--- src/pkg/aer_log_pkg.sv ---
// Constants and carrier types for the correctable error log register bank
package aer_log_pkg;

	// ----------------------------------------------------------------
	// Register byte offsets
	// ----------------------------------------------------------------
	localparam logic [11:0] OFS_CORR_STATUS = 12'h110;
	localparam logic [11:0] OFS_CORR_MASK   = 12'h114;
	localparam logic [11:0] OFS_CAP_CTRL    = 12'h118;
	localparam logic [11:0] OFS_HDR_LOG0    = 12'h11C;
	localparam logic [11:0] OFS_HDR_LOG1    = 12'h120;
	localparam logic [11:0] OFS_HDR_LOG2    = 12'h124;
	localparam logic [11:0] OFS_HDR_LOG3    = 12'h128;

	// ----------------------------------------------------------------
	// Correctable status and mask bit positions
	// ----------------------------------------------------------------
	localparam int BIT_RX_ERR       = 0;
	localparam int BIT_BAD_TLP      = 6;
	localparam int BIT_BAD_DLLP     = 7;
	localparam int BIT_REPLAY_ROLL  = 8;
	localparam int BIT_REPLAY_TMO   = 12;
	localparam int BIT_ADVISORY_NF  = 13;

	// Implemented bits of status and mask; reserved bits read zero
	localparam logic [31:0] CORR_IMPL_MASK   = 32'h0000_31C1;
	localparam logic [31:0] CORR_STATUS_RST  = 32'h0000_0000;
	localparam logic [31:0] CORR_MASK_RST    = 32'h0000_2000;

	// ----------------------------------------------------------------
	// Capabilities and control fields
	// ----------------------------------------------------------------
	localparam int BIT_FEP_LSB      = 0;
	localparam int BIT_ECRC_GEN_CAP = 5;
	localparam int BIT_ECRC_GEN_EN  = 6;
	localparam int BIT_ECRC_CHK_CAP = 7;
	localparam int BIT_ECRC_CHK_EN  = 8;
	localparam logic [4:0] FEP_RST  = 5'h00;
	localparam logic       ECRC_EN_RST = 1'b0;
	localparam logic       ECRC_CAP_VAL = 1'b1;

	localparam int HDR_DWORDS = 4;
	localparam int HDR_BYTES  = 16;

	// ----------------------------------------------------------------
	// Carrier types
	// ----------------------------------------------------------------
	typedef struct packed {
		logic advisory_nf;
		logic replay_tmo;
		logic replay_roll;
		logic bad_dllp;
		logic bad_tlp;
		logic rx_err;
	} corr_evt_t;

	// Byte 0 is the first header byte on the wire
	typedef logic [HDR_BYTES-1:0][7:0] hdr_bytes_t;

	typedef enum logic [0:0] {
		BUS_IDLE,
		BUS_ACK
	} bus_state_t;

	typedef struct packed {
		bus_state_t   bus;
		logic         waitreq;
		logic [31:0]  rdata;
		logic [31:0]  status;
		logic [31:0]  mask;
		logic [4:0]   fep;
		logic         ecrc_gen_en;
		logic         ecrc_chk_en;
		logic [127:0] hdr_log;
		logic         msg;
		corr_evt_t    msg_kind;
	} aer_state_t;

endpackage : aer_log_pkg

--- src/verilog/aer_correctable_error_log.sv ---
// Correctable error status, mask, control and header log for one port
//
// The Avalon-MM register port was left to the implementer.
`timescale 1ns/10ps
`default_nettype none

module aer_correctable_error_log
(
	// Clock and fundamental reset
	input  wire logic                    core_clk_i,
	input  wire logic                    rstn_i,
	// Hot or link reset from the port, same clock domain
	input  wire logic                    hot_reset_i,
	// Avalon-MM slave
	input  wire logic [11:0]             avs_address_i,
	input  wire logic                    avs_read_i,
	input  wire logic                    avs_write_i,
	input  wire logic [31:0]             avs_writedata_i,
	input  wire logic [3:0]              avs_byteenable_i,
	output logic      [31:0]             avs_readdata_o,
	output logic                         avs_waitrequest_o,
	// Error events from the link logic, one-cycle pulses
	input  wire aer_log_pkg::corr_evt_t  evt_i,
	input  wire logic                    evt_hdr_valid_i,
	input  wire aer_log_pkg::hdr_bytes_t evt_hdr_i,
	// First error pointer update from uncorrectable logic
	input  wire logic                    fep_load_i,
	input  wire logic [4:0]              fep_value_i,
	// Outputs to the port
	output logic                         err_msg_o,
	output aer_log_pkg::corr_evt_t       err_msg_kind_o,
	output logic                         ecrc_gen_en_o,
	output logic                         ecrc_chk_en_o
);

	aer_log_pkg::aer_state_t st;
	aer_log_pkg::aer_state_t next_st;

	// ----------------------------------------------------------------
	// Event vector at status bit positions
	// ----------------------------------------------------------------
	logic [31:0] evt_vec;
	logic [31:0] unmasked;
	logic [127:0] hdr_packed;

	always_comb
	begin
		evt_vec = 32'h0000_0000;
		evt_vec[aer_log_pkg::BIT_RX_ERR]      = evt_i.rx_err;
		evt_vec[aer_log_pkg::BIT_BAD_TLP]     = evt_i.bad_tlp;
		evt_vec[aer_log_pkg::BIT_BAD_DLLP]    = evt_i.bad_dllp;
		evt_vec[aer_log_pkg::BIT_REPLAY_ROLL] = evt_i.replay_roll;
		evt_vec[aer_log_pkg::BIT_REPLAY_TMO]  = evt_i.replay_tmo;
		evt_vec[aer_log_pkg::BIT_ADVISORY_NF] = evt_i.advisory_nf;
		// Mask gates only logging and messaging
		unmasked = evt_vec & ~st.mask & aer_log_pkg::CORR_IMPL_MASK;
	end

	// Header bytes to dwords, first byte in the top lane of each dword
	always_comb
	begin
		for (int d = 0; d < aer_log_pkg::HDR_DWORDS; d++)
		begin
			hdr_packed[d*32 +: 32] = {evt_hdr_i[4*d], evt_hdr_i[4*d+1],
			                          evt_hdr_i[4*d+2], evt_hdr_i[4*d+3]};
		end
	end

	// ----------------------------------------------------------------
	// Register read mux
	// ----------------------------------------------------------------
	function automatic logic [31:0] read_reg(input aer_log_pkg::aer_state_t s,
	                                         input logic [11:0] adr);
		logic [31:0] v;
		v = 32'h0000_0000;
		unique case (adr)
			aer_log_pkg::OFS_CORR_STATUS: v = s.status & aer_log_pkg::CORR_IMPL_MASK;
			aer_log_pkg::OFS_CORR_MASK:   v = s.mask & aer_log_pkg::CORR_IMPL_MASK;
			aer_log_pkg::OFS_CAP_CTRL:
			begin
				v[aer_log_pkg::BIT_FEP_LSB +: 5]      = s.fep;
				v[aer_log_pkg::BIT_ECRC_GEN_CAP]      = aer_log_pkg::ECRC_CAP_VAL;
				v[aer_log_pkg::BIT_ECRC_GEN_EN]       = s.ecrc_gen_en;
				v[aer_log_pkg::BIT_ECRC_CHK_CAP]      = aer_log_pkg::ECRC_CAP_VAL;
				v[aer_log_pkg::BIT_ECRC_CHK_EN]       = s.ecrc_chk_en;
			end
			aer_log_pkg::OFS_HDR_LOG0:    v = s.hdr_log[31:0];
			aer_log_pkg::OFS_HDR_LOG1:    v = s.hdr_log[63:32];
			aer_log_pkg::OFS_HDR_LOG2:    v = s.hdr_log[95:64];
			aer_log_pkg::OFS_HDR_LOG3:    v = s.hdr_log[127:96];
			default:                      v = 32'h0000_0000;
		endcase
		return v;
	endfunction : read_reg

	// ----------------------------------------------------------------
	// Next state
	// ----------------------------------------------------------------
	logic [31:0] be_bits;
	logic        wr_now;
	logic [31:0] w1c;

	always_comb
	begin
		next_st = st;
		be_bits = {{8{avs_byteenable_i[3]}}, {8{avs_byteenable_i[2]}},
		           {8{avs_byteenable_i[1]}}, {8{avs_byteenable_i[0]}}};
		// Write lands at the edge where waitrequest is seen low
		wr_now  = (st.bus == aer_log_pkg::BUS_ACK) && avs_write_i;
		w1c     = 32'h0000_0000;

		unique case (st.bus)
			aer_log_pkg::BUS_IDLE:
			begin
				next_st.waitreq = 1'b1;
				if (avs_read_i || avs_write_i)
				begin
					next_st.bus     = aer_log_pkg::BUS_ACK;
					next_st.waitreq = 1'b0;
					next_st.rdata   = avs_read_i ? read_reg(st, avs_address_i) : 32'h0000_0000;
				end
			end
			aer_log_pkg::BUS_ACK:
			begin
				next_st.bus     = aer_log_pkg::BUS_IDLE;
				next_st.waitreq = 1'b1;
			end
		endcase

		if (wr_now)
		begin
			unique case (avs_address_i)
				aer_log_pkg::OFS_CORR_STATUS:
					w1c = avs_writedata_i & be_bits & aer_log_pkg::CORR_IMPL_MASK;
				aer_log_pkg::OFS_CORR_MASK:
					next_st.mask = ((st.mask & ~be_bits) | (avs_writedata_i & be_bits))
					               & aer_log_pkg::CORR_IMPL_MASK;
				aer_log_pkg::OFS_CAP_CTRL:
				begin
					if (avs_byteenable_i[0])
						next_st.ecrc_gen_en = avs_writedata_i[aer_log_pkg::BIT_ECRC_GEN_EN];
					if (avs_byteenable_i[1])
						next_st.ecrc_chk_en = avs_writedata_i[aer_log_pkg::BIT_ECRC_CHK_EN];
				end
				default:
					w1c = 32'h0000_0000;
			endcase
		end

		// A new event beats a clear in the same cycle
		next_st.status = ((st.status & ~w1c) | evt_vec)
		                 & aer_log_pkg::CORR_IMPL_MASK;

		// Unmasked events raise a message; header logs when one is carried
		next_st.msg      = |unmasked;
		next_st.msg_kind.rx_err      = unmasked[aer_log_pkg::BIT_RX_ERR];
		next_st.msg_kind.bad_tlp     = unmasked[aer_log_pkg::BIT_BAD_TLP];
		next_st.msg_kind.bad_dllp    = unmasked[aer_log_pkg::BIT_BAD_DLLP];
		next_st.msg_kind.replay_roll = unmasked[aer_log_pkg::BIT_REPLAY_ROLL];
		next_st.msg_kind.replay_tmo  = unmasked[aer_log_pkg::BIT_REPLAY_TMO];
		next_st.msg_kind.advisory_nf = unmasked[aer_log_pkg::BIT_ADVISORY_NF];
		if ((|unmasked) && evt_hdr_valid_i)
			next_st.hdr_log = hdr_packed;

		if (fep_load_i)
			next_st.fep = fep_value_i;

		// Hot or link reset drops only the non-sticky message pulse
		if (hot_reset_i)
		begin
			next_st.msg      = 1'b0;
			next_st.msg_kind = '0;
		end
	end

	// ----------------------------------------------------------------
	// State register; only the fundamental reset clears sticky state
	// ----------------------------------------------------------------
	always_ff @(posedge core_clk_i or negedge rstn_i)
	begin
		if (!rstn_i)
		begin
			st             <= '0;
			st.bus         <= aer_log_pkg::BUS_IDLE;
			st.waitreq     <= 1'b1;
			st.status      <= aer_log_pkg::CORR_STATUS_RST;
			st.mask        <= aer_log_pkg::CORR_MASK_RST;
			st.fep         <= aer_log_pkg::FEP_RST;
			st.ecrc_gen_en <= aer_log_pkg::ECRC_EN_RST;
			st.ecrc_chk_en <= aer_log_pkg::ECRC_EN_RST;
		end
		else
		begin
			st <= next_st;
		end
	end

	// ----------------------------------------------------------------
	// Outputs, all straight from the state register
	// ----------------------------------------------------------------
	assign avs_readdata_o    = st.rdata;
	assign avs_waitrequest_o = st.waitreq;
	assign err_msg_o         = st.msg;
	assign err_msg_kind_o    = st.msg_kind;
	assign ecrc_gen_en_o     = st.ecrc_gen_en;
	assign ecrc_chk_en_o     = st.ecrc_chk_en;

endmodule : aer_correctable_error_log

`default_nettype wire

--- config.mk ---
export PLATFORM = sky130hd
export DESIGN_NAME = aer_correctable_error_log
export DESIGN_NICKNAME = d
export VERILOG_FILES = /design/src/pkg/aer_log_pkg.sv /design/src/verilog/aer_correctable_error_log.sv
export SDC_FILE = /design/constraint.sdc
export NUM_CORES = 1
export LEC_CHECK = 0
export BUFFER_PORTS_ARGS = -buffer_cell sky130_fd_sc_hd__buf_4
export CAP_MARGIN = 15
export CORE_ASPECT_RATIO = 2
export CORE_MARGIN = 10
export CORE_UTILIZATION = 57
export CTS_CLUSTER_DIAMETER = 30
export DETAILED_ROUTE_END_ITERATION = 8
export PLACE_DENSITY = 0.86
export REMOVE_ABC_BUFFERS = 1
export SLEW_MARGIN = 25
export SYNTH_ARGS = -nofsm -noshare
export SYNTH_HDL_FRONTEND = slang
export SYNTH_SLANG_ARGS = --single-unit
--- constraint.sdc ---
create_clock -name core_clk_i -period 5.4 [get_ports core_clk_i]
set_input_delay 0.27 -clock core_clk_i [delete_from_list [all_inputs] [get_ports core_clk_i]]
set_output_delay 0.27 -clock core_clk_i [all_outputs]
set_load 0.02 [all_outputs]
==> impl_metrics.env, run 1 <==
export IMPL_setup_viol=0
export IMPL_fill_cells=955
export IMPL_hold_start="evt_i[4]"
export IMPL_cts_buffers=17
export IMPL_hold_violations=0
export IMPL_pre_cts_ws_ns=2.75
export IMPL_drc_errors=0
export IMPL_dr_pass1_iters=6
export IMPL_cts_tree="built"
export IMPL_ctsHoldBuffers=0
export IMPL_min_period_over_period=0.455
export IMPL_postCtsSetupRepairBufs=0
export IMPL_maxCapViolations=0
export IMPL_fp_dieW_um=106
export IMPL_yosysMostFrequentCell="dfrtp_1"
export IMPL_vdd_ir_drop_worst_uv=324
export IMPL_required_ns=5.71
export IMPL_core_area_um2=14700
export IMPL_r2r_slack_ns=2.94
export IMPL_slew_headroom=0.279
export IMPL_max_stage_delay_ns=0.71
export IMPL_status="finished, final reports clean"
export IMPL_min_to="st[186]$_DFF_PN0_"
export IMPL_htreeDepth=4
export IMPL_synth_top_area_share=0.547
export IMPL_crit_slowest_cell="buf_4"
export IMPL_path_clk_slew_ns=0.07
export IMPL_routed_wl_mm=24.5
export IMPL_via_count=6251
export IMPL_yosysSeqAreaShare=0.553
export IMPL_finalMaxSlewViolations=0
export IMPL_grt_pass1_vias=7174
export IMPL_fin_worst_skew_ns=0.0101
export IMPL_synth_ff_type="dfrtp_1"
export IMPL_antenna_found_initial=0
export IMPL_io_buffers=207
export IMPL_netlist_cell_type_count=43
export IMPL_cts_max_path_buffers=2
export IMPL_synth_edff_count=0
export IMPL_drt_iter0_markers=334
export IMPL_io_pins=236
export IMPL_rsz0062_at_grt="false"
export IMPL_reg2reg_to="st[24]$_DFFE_PN0P_"
export IMPL_grt_ovfl_total=0
export IMPL_final_nets=1038
export IMPL_pwr_density_cell_nw_per_um2=309
export IMPL_setup_slack_ns=2.94
export IMPL_hpwl_mm=17.4
export IMPL_cellLeakagePower_uw=0.00472
export IMPL_fin_tns_setup_ns=0
export IMPL_finalPower_uw=3270
export IMPL_synth_area_um2=8520
export IMPL_worstSetupEndpointType="flop"
export IMPL_yosys_top_cells_count="dfrtp_1 (186), mux2_2 (142), nand2_1 (64)"
export IMPL_regArea_um2=4710
export IMPL_max_freq_mhz=407
export IMPL_root_buffer="clkbuf_16"
export IMPL_die_area_um2=20500
export IMPL_grt_total_usage=0.234
export IMPL_grt_pass1_wl_mm=37.0
export IMPL_synthCells=686
export IMPL_synth_seq_cells=188
export IMPL_cp_start_kind="flop"
export IMPL_holdPathStages=2
export IMPL_via_per_inst=5.94
export IMPL_ys_warn_count=0
export IMPL_ys_top_cells_by_area="dfrtp_1 (55%), mux2_2 (19%), mux2i_1 (3.8%)"
export IMPL_drive_above_1_share=0.473
export IMPL_die_h_um=193
export IMPL_ant_nets=0
export IMPL_worstSetupPathType="flop to flop"
export IMPL_async_reset_ff_frac=1.00
export IMPL_hp_class="input port to flop"
export IMPL_yosys_area_top_type="dfrtp_1"
export IMPL_critPathBufInv=1
export IMPL_cp_top_family="buffers and inverters"
export IMPL_area_delta_synth_final_pct=24.3
export IMPL_period_needed_ns=2.46
export IMPL_cp_max_fo=73
export IMPL_avgSynthCellArea_um2=12.4
export IMPL_path_cells="nand2b_1 -> nand4_1 -> o21ai_4 -> buf_4 -> mux2_2"
export IMPL_rows=63
export IMPL_grt_start_max_net_pins=124
export IMPL_multiInputGateArea_um2=3350
export IMPL_cts_num_sinks=188
export IMPL_wl_per_cell_um=23.3
export IMPL_gp_congestion=0.985
export IMPL_worstMarginPinSlew_ns=1.08
export IMPL_cp_arrival_ns=2.77
export IMPL_clock_latency_ns=0.42
export IMPL_rr_worst_depth=5
export IMPL_start_util=0.578
export IMPL_cts_resized=0
==> flip-flops by register name, summed over array words and instances, names as in the netlist, named ones only <==
| name | count |
|---|---|
| avs_waitrequest_o | 1 |
| ecrc_chk_en_o | 1 |
| st | 140 |
| err_msg_kind_o | 6 |
| ecrc_gen_en_o | 1 |
| avs_readdata_o | 32 |
| err_msg_o | 1 |
==> worst reg2reg max path: stages (launching register included) <==
cell and delay (ns):
dfstp_2 0.54, nand2b_1 0.18, nand4_1 0.20, o21ai_4 0.21, buf_4 0.71, mux2_2 0.51
==> layout by cell type, fill, tap and decap left out, types with 3 or more instances in the layout <==
cell / count
a21o_1: 6
nor4_1: 3
nand2b_1: 9
o21ai_1: 20
bufinv_16: 3
nor2_1: 18
a2bb2oi_1: 3
buf_4: 213
o21ai_0: 35
dfrtp_1: 186
inv_6: 3
nor3_2: 3
nand4_1: 5
nor3_1: 3
mux2_2: 142
nand2_1: 64
clkbuf_16: 17
a21oi_1: 4
a22oi_1: 33
o22ai_1: 3
nand3_1: 7
clkinvlp_4: 3
o22a_1: 3
mux2i_1: 32
clkbuf_8: 3
==> metrics by stage <==
stage                      util  std cells  area (um^2)  hold WS, ns
after global routing      0.718       1051        10600       0.0300
final                     0.718       1052        10600       0.0409
after global placement    0.672       1017         9900        0.456
after floorplan               -        608         8020      -0.0256
after CTS                 0.715       1049        10500       0.0153
after detailed placement  0.673       1018         9920        0.472
==> power breakdown <==
part,internal (uW),leakage (uW),switching [uW]
combinational,217,0.00216,180
sequential,1520,0.00228,62.0
clock,756,0.000292,541
total,2490,0.00472,784
==> routing by layer <==
metal / wire [um] / track usage / part of all wire
met4: 1350 / 0.170 / 0.055
met5: 0 / 0 / 0
met2: 13700 / 0.427 / 0.56
met3: 1500 / 0.0552 / 0.061
met1: 7910 / 0.220 / 0.32
==> area by class of cell <==
type / count / share of cell area
inverter: 1 / 0.000355
multi-input combinational: 419 / 0.316
sequential: 188 / 0.445
clock buffer: 19 / 0.0428
clock inverter: 12 / 0.0153
antenna: 1 / 0.000236
tap: 195 / 0.0231
timing repair buffer: 217 / 0.157
==> how the worst max path moves through the flow <==
stage,from,endpoint,cells past startpoint,slack [ns]
floorplan,flop,st[100]$_DFFE_PN0P_,4,-1.85
global placement,avs_address_i[2],avs_readdata_o[7]$_DFFE_PN0P_,6,2.84
detailed placement,avs_address_i[7],avs_readdata_o[25]$_DFFE_PN0P_,6,2.75
CTS,flop,st[68]$_DFFE_PN0P_,5,2.96
global route,flop,st[68]$_DFFE_PN0P_,5,2.83
finish,flop,st[24]$_DFFE_PN0P_,5,2.94
==> kinds of logic after synthesis <==
logic type | share of synthesized area
AO/OA/AOI/OAI | 0.0882
XOR/XNOR | 0.00103
buffers and inverters | 0.0583
flip-flops | 0.553
multiplexers | 0.228
AND/OR/NAND/NOR | 0.0717
Power figures use the tool's default switching activity.
==> run 2: changes to the inputs <==
--- a/config.mk
+++ b/config.mk
@@ -9,10 +9,10 @@
 export CAP_MARGIN = 15
 export CORE_ASPECT_RATIO = 2
 export CORE_MARGIN = 10
-export CORE_UTILIZATION = 57
+export CORE_UTILIZATION = 47
 export CTS_CLUSTER_DIAMETER = 30
 export DETAILED_ROUTE_END_ITERATION = 8
-export PLACE_DENSITY = 0.86
+export PLACE_DENSITY = 0.76
 export REMOVE_ABC_BUFFERS = 1
 export SLEW_MARGIN = 25
 export SYNTH_ARGS = -nofsm -noshare
==> constraint.sdc (replaced) <==
create_clock -name core_clk_i -period 2.05 [get_ports core_clk_i]
set_input_delay 0.1025 -clock core_clk_i [delete_from_list [all_inputs] [get_ports core_clk_i]]
set_output_delay 0.1025 -clock core_clk_i [all_outputs]
set_load 0.02 [all_outputs]
==> impl_metrics.env, run 2 (synthesis results as in run 1) <==
export IMPL_status="finished, final reports clean"
export IMPL_cts_num_sinks=188
export IMPL_clock_latency_ns=0.45
export IMPL_grt_pass1_wl_mm=42.5
export IMPL_cts_buffers=17
export IMPL_largest_reg_flops=140
export IMPL_via_count=6886
export IMPL_cts_tree="built"
export IMPL_mostFrequentLayoutCells="buf_4 (238), dfrtp_1 (186), dlygate4sd3_1 (149), mux2_2 (141), nand2_1 (64)"
export IMPL_cellLeakagePower_uw=0.00558
export IMPL_fin_worst_skew_ns=0.0124
export IMPL_post_place_cells=1058
export IMPL_die_h_um=210
export IMPL_grt_start_max_net_pins=61
export IMPL_drive_above_1_share=0.423
export IMPL_cp_depth=7
export IMPL_grt_total_usage=0.230
export IMPL_cp_arrival_ns=2.36
export IMPL_pwr_density_cell_nw_per_um2=721
export IMPL_worstMarginPinSlew_ns=0.760
export IMPL_via_per_inst=5.47
export IMPL_finalMaxSlewViolations=0
export IMPL_start_util=0.479
export IMPL_root_buffer="clkbuf_16"
export IMPL_drt_iter0_markers=351
export IMPL_ant_nets=0
export IMPL_setup_slack_ns=0.00826
export IMPL_slew_headroom=0.492
export IMPL_crit_slowest_cell="dfstp_2"
export IMPL_period_needed_ns=2.04
export IMPL_io_pins=236
export IMPL_final_common_cell="buf_4"
export IMPL_endpoint="st[110]$_DFFE_PN0P_"
export IMPL_worstSetupPathType="flop to flop"
export IMPL_grt_pass1_vias=7742
export IMPL_gp_congestion=0.828
export IMPL_top_register="st"
export IMPL_min_period_over_period=0.996
export IMPL_die_area_um2=24200
export IMPL_worstSetupEndpointType="flop"
export IMPL_cp_top_family="flip-flops"
export IMPL_crit_top_cell="buf_4"
export IMPL_max_stage_delay_ns=0.55
export IMPL_grt_ovfl_total=0
export IMPL_wl_per_cell_um=22.4
export IMPL_reg2reg_to="st[110]$_DFFE_PN0P_"
export IMPL_htreeDepth=4
export IMPL_rows=69
export IMPL_antenna_found_initial=4
export IMPL_finalPower_uw=9010
export IMPL_hp_class="input port to flop"
export IMPL_final_nets=1222
export IMPL_path_cells="nand2b_4 -> nand4_1 -> o21ai_4 -> buf_12 -> buf_4 -> buf_4 -> mux2_2"
export IMPL_vdd_ir_drop_worst_uv=544
export IMPL_routed_wl_mm=28.2
export IMPL_fin_cells=1258
export IMPL_fp_dieW_um=115
export IMPL_io_buffers=207
export IMPL_critPathBufInv=3
export IMPL_maxCapViolations=0
export IMPL_area_delta_synth_final_pct=46.8
export IMPL_rsz0062_at_grt="true"
export IMPL_fin_tns_setup_ns=0
export IMPL_r2r_slack_ns=0.008
export IMPL_hpwl_mm=18.2
export IMPL_rr_worst_depth=7
export IMPL_path_clk_slew_ns=0.07
export IMPL_cts_max_path_buffers=2
export IMPL_cp_start_kind="flop"
export IMPL_dr_pass1_iters=5
export IMPL_required_ns=2.37
export IMPL_drc_errors=0
export IMPL_hold_violations=0
export IMPL_pre_cts_ws_ns=0.0580
export IMPL_cp_max_fo=8
export IMPL_setup_viol=0
export IMPL_max_freq_mhz=490
export IMPL_core_area_um2=17800
==> run 2: cell types whose count changed in the layout (fill, tap and decap cells not counted), sizes merged <==
cell         before  now
dlygate4sd3       1  149
diode             1    4
inv               4    1
clkbuf           20   22
clkinv            3    6
buf             215  251
clkinvlp          3    2
==> run 2: cell type report <==
type                    count  area, um^2
diodes                      4        10.0
clock buffers              21         460
clock inverters            11         143
fillers                  1167        5290
inverters                   1        3.75
multi-input cells         419        3360
flip-flops and latches    188        4710
well taps                 213         267
repair buffers            401        3540
==> run 2: per-stage QoR <==
stage,instance area (um^2),hold slack (ns),utilization
after floorplan,8020,-0.193,-
after global placement,10300,0.114,0.577
after detailed placement,10300,0.110,0.577
after CTS,12300,0.00674,0.694
after global routing,12500,0.0833,0.703
final,12500,0.0668,0.703
==> run 2: worst min path at each step <==
stage	from	end	slack, ns	depth (start not counted)
final	avs_write_i	avs_waitrequest_o$_DFF_PN1_	0.07	2
after floorplan	rstn_i	asynchronous set/reset pin	-0.19	0
after detailed placement	rstn_i	st[58]$_DFFE_PN0P_	0.11	1
after CTS	fep_load_i	st[140]$_DFFE_PN0P_	0.007	2
after global routing	avs_write_i	avs_waitrequest_o$_DFF_PN1_	0.08	2
after global placement	rstn_i	st[58]$_DFFE_PN0P_	0.11	1
==> run 2: report_power, final <==
| group | switching, uW | internal (uW) | leakage (uW) |
|---|---|---|---|
| Clock | 1470 | 1980 | 0.000293 |
| Sequential | 165 | 4000 | 0.00228 |
| Combinational | 569 | 827 | 0.00301 |
==> run 2: worst reg2reg max path: cells and delay by family (launching register included) <==
family	cells	cell delay, ns
simple gates	2	0.31
buf+inv	3	0.50
flops	1	0.55
mux	1	0.33
compound gates	1	0.23
==> run 2: metal layers <==
layer / share of wire / GRT usage / routed length (um)
met4: 0.068 / 0.171 / 1930
met5: 0 / 0 / 0
met3: 0.050 / 0.0566 / 1410
met1: 0.32 / 0.206 / 9010
met2: 0.56 / 0.421 / 15900
==> run 2: repair_timing <==
item / in CTS / in global routing
resized for setup: 0 / 5
endpoints found under the hold margin: 210 / 2
hold buffers: 148 / 1
buffers inserted: 0 / 15
endpoints found under the setup margin: 0 / 69
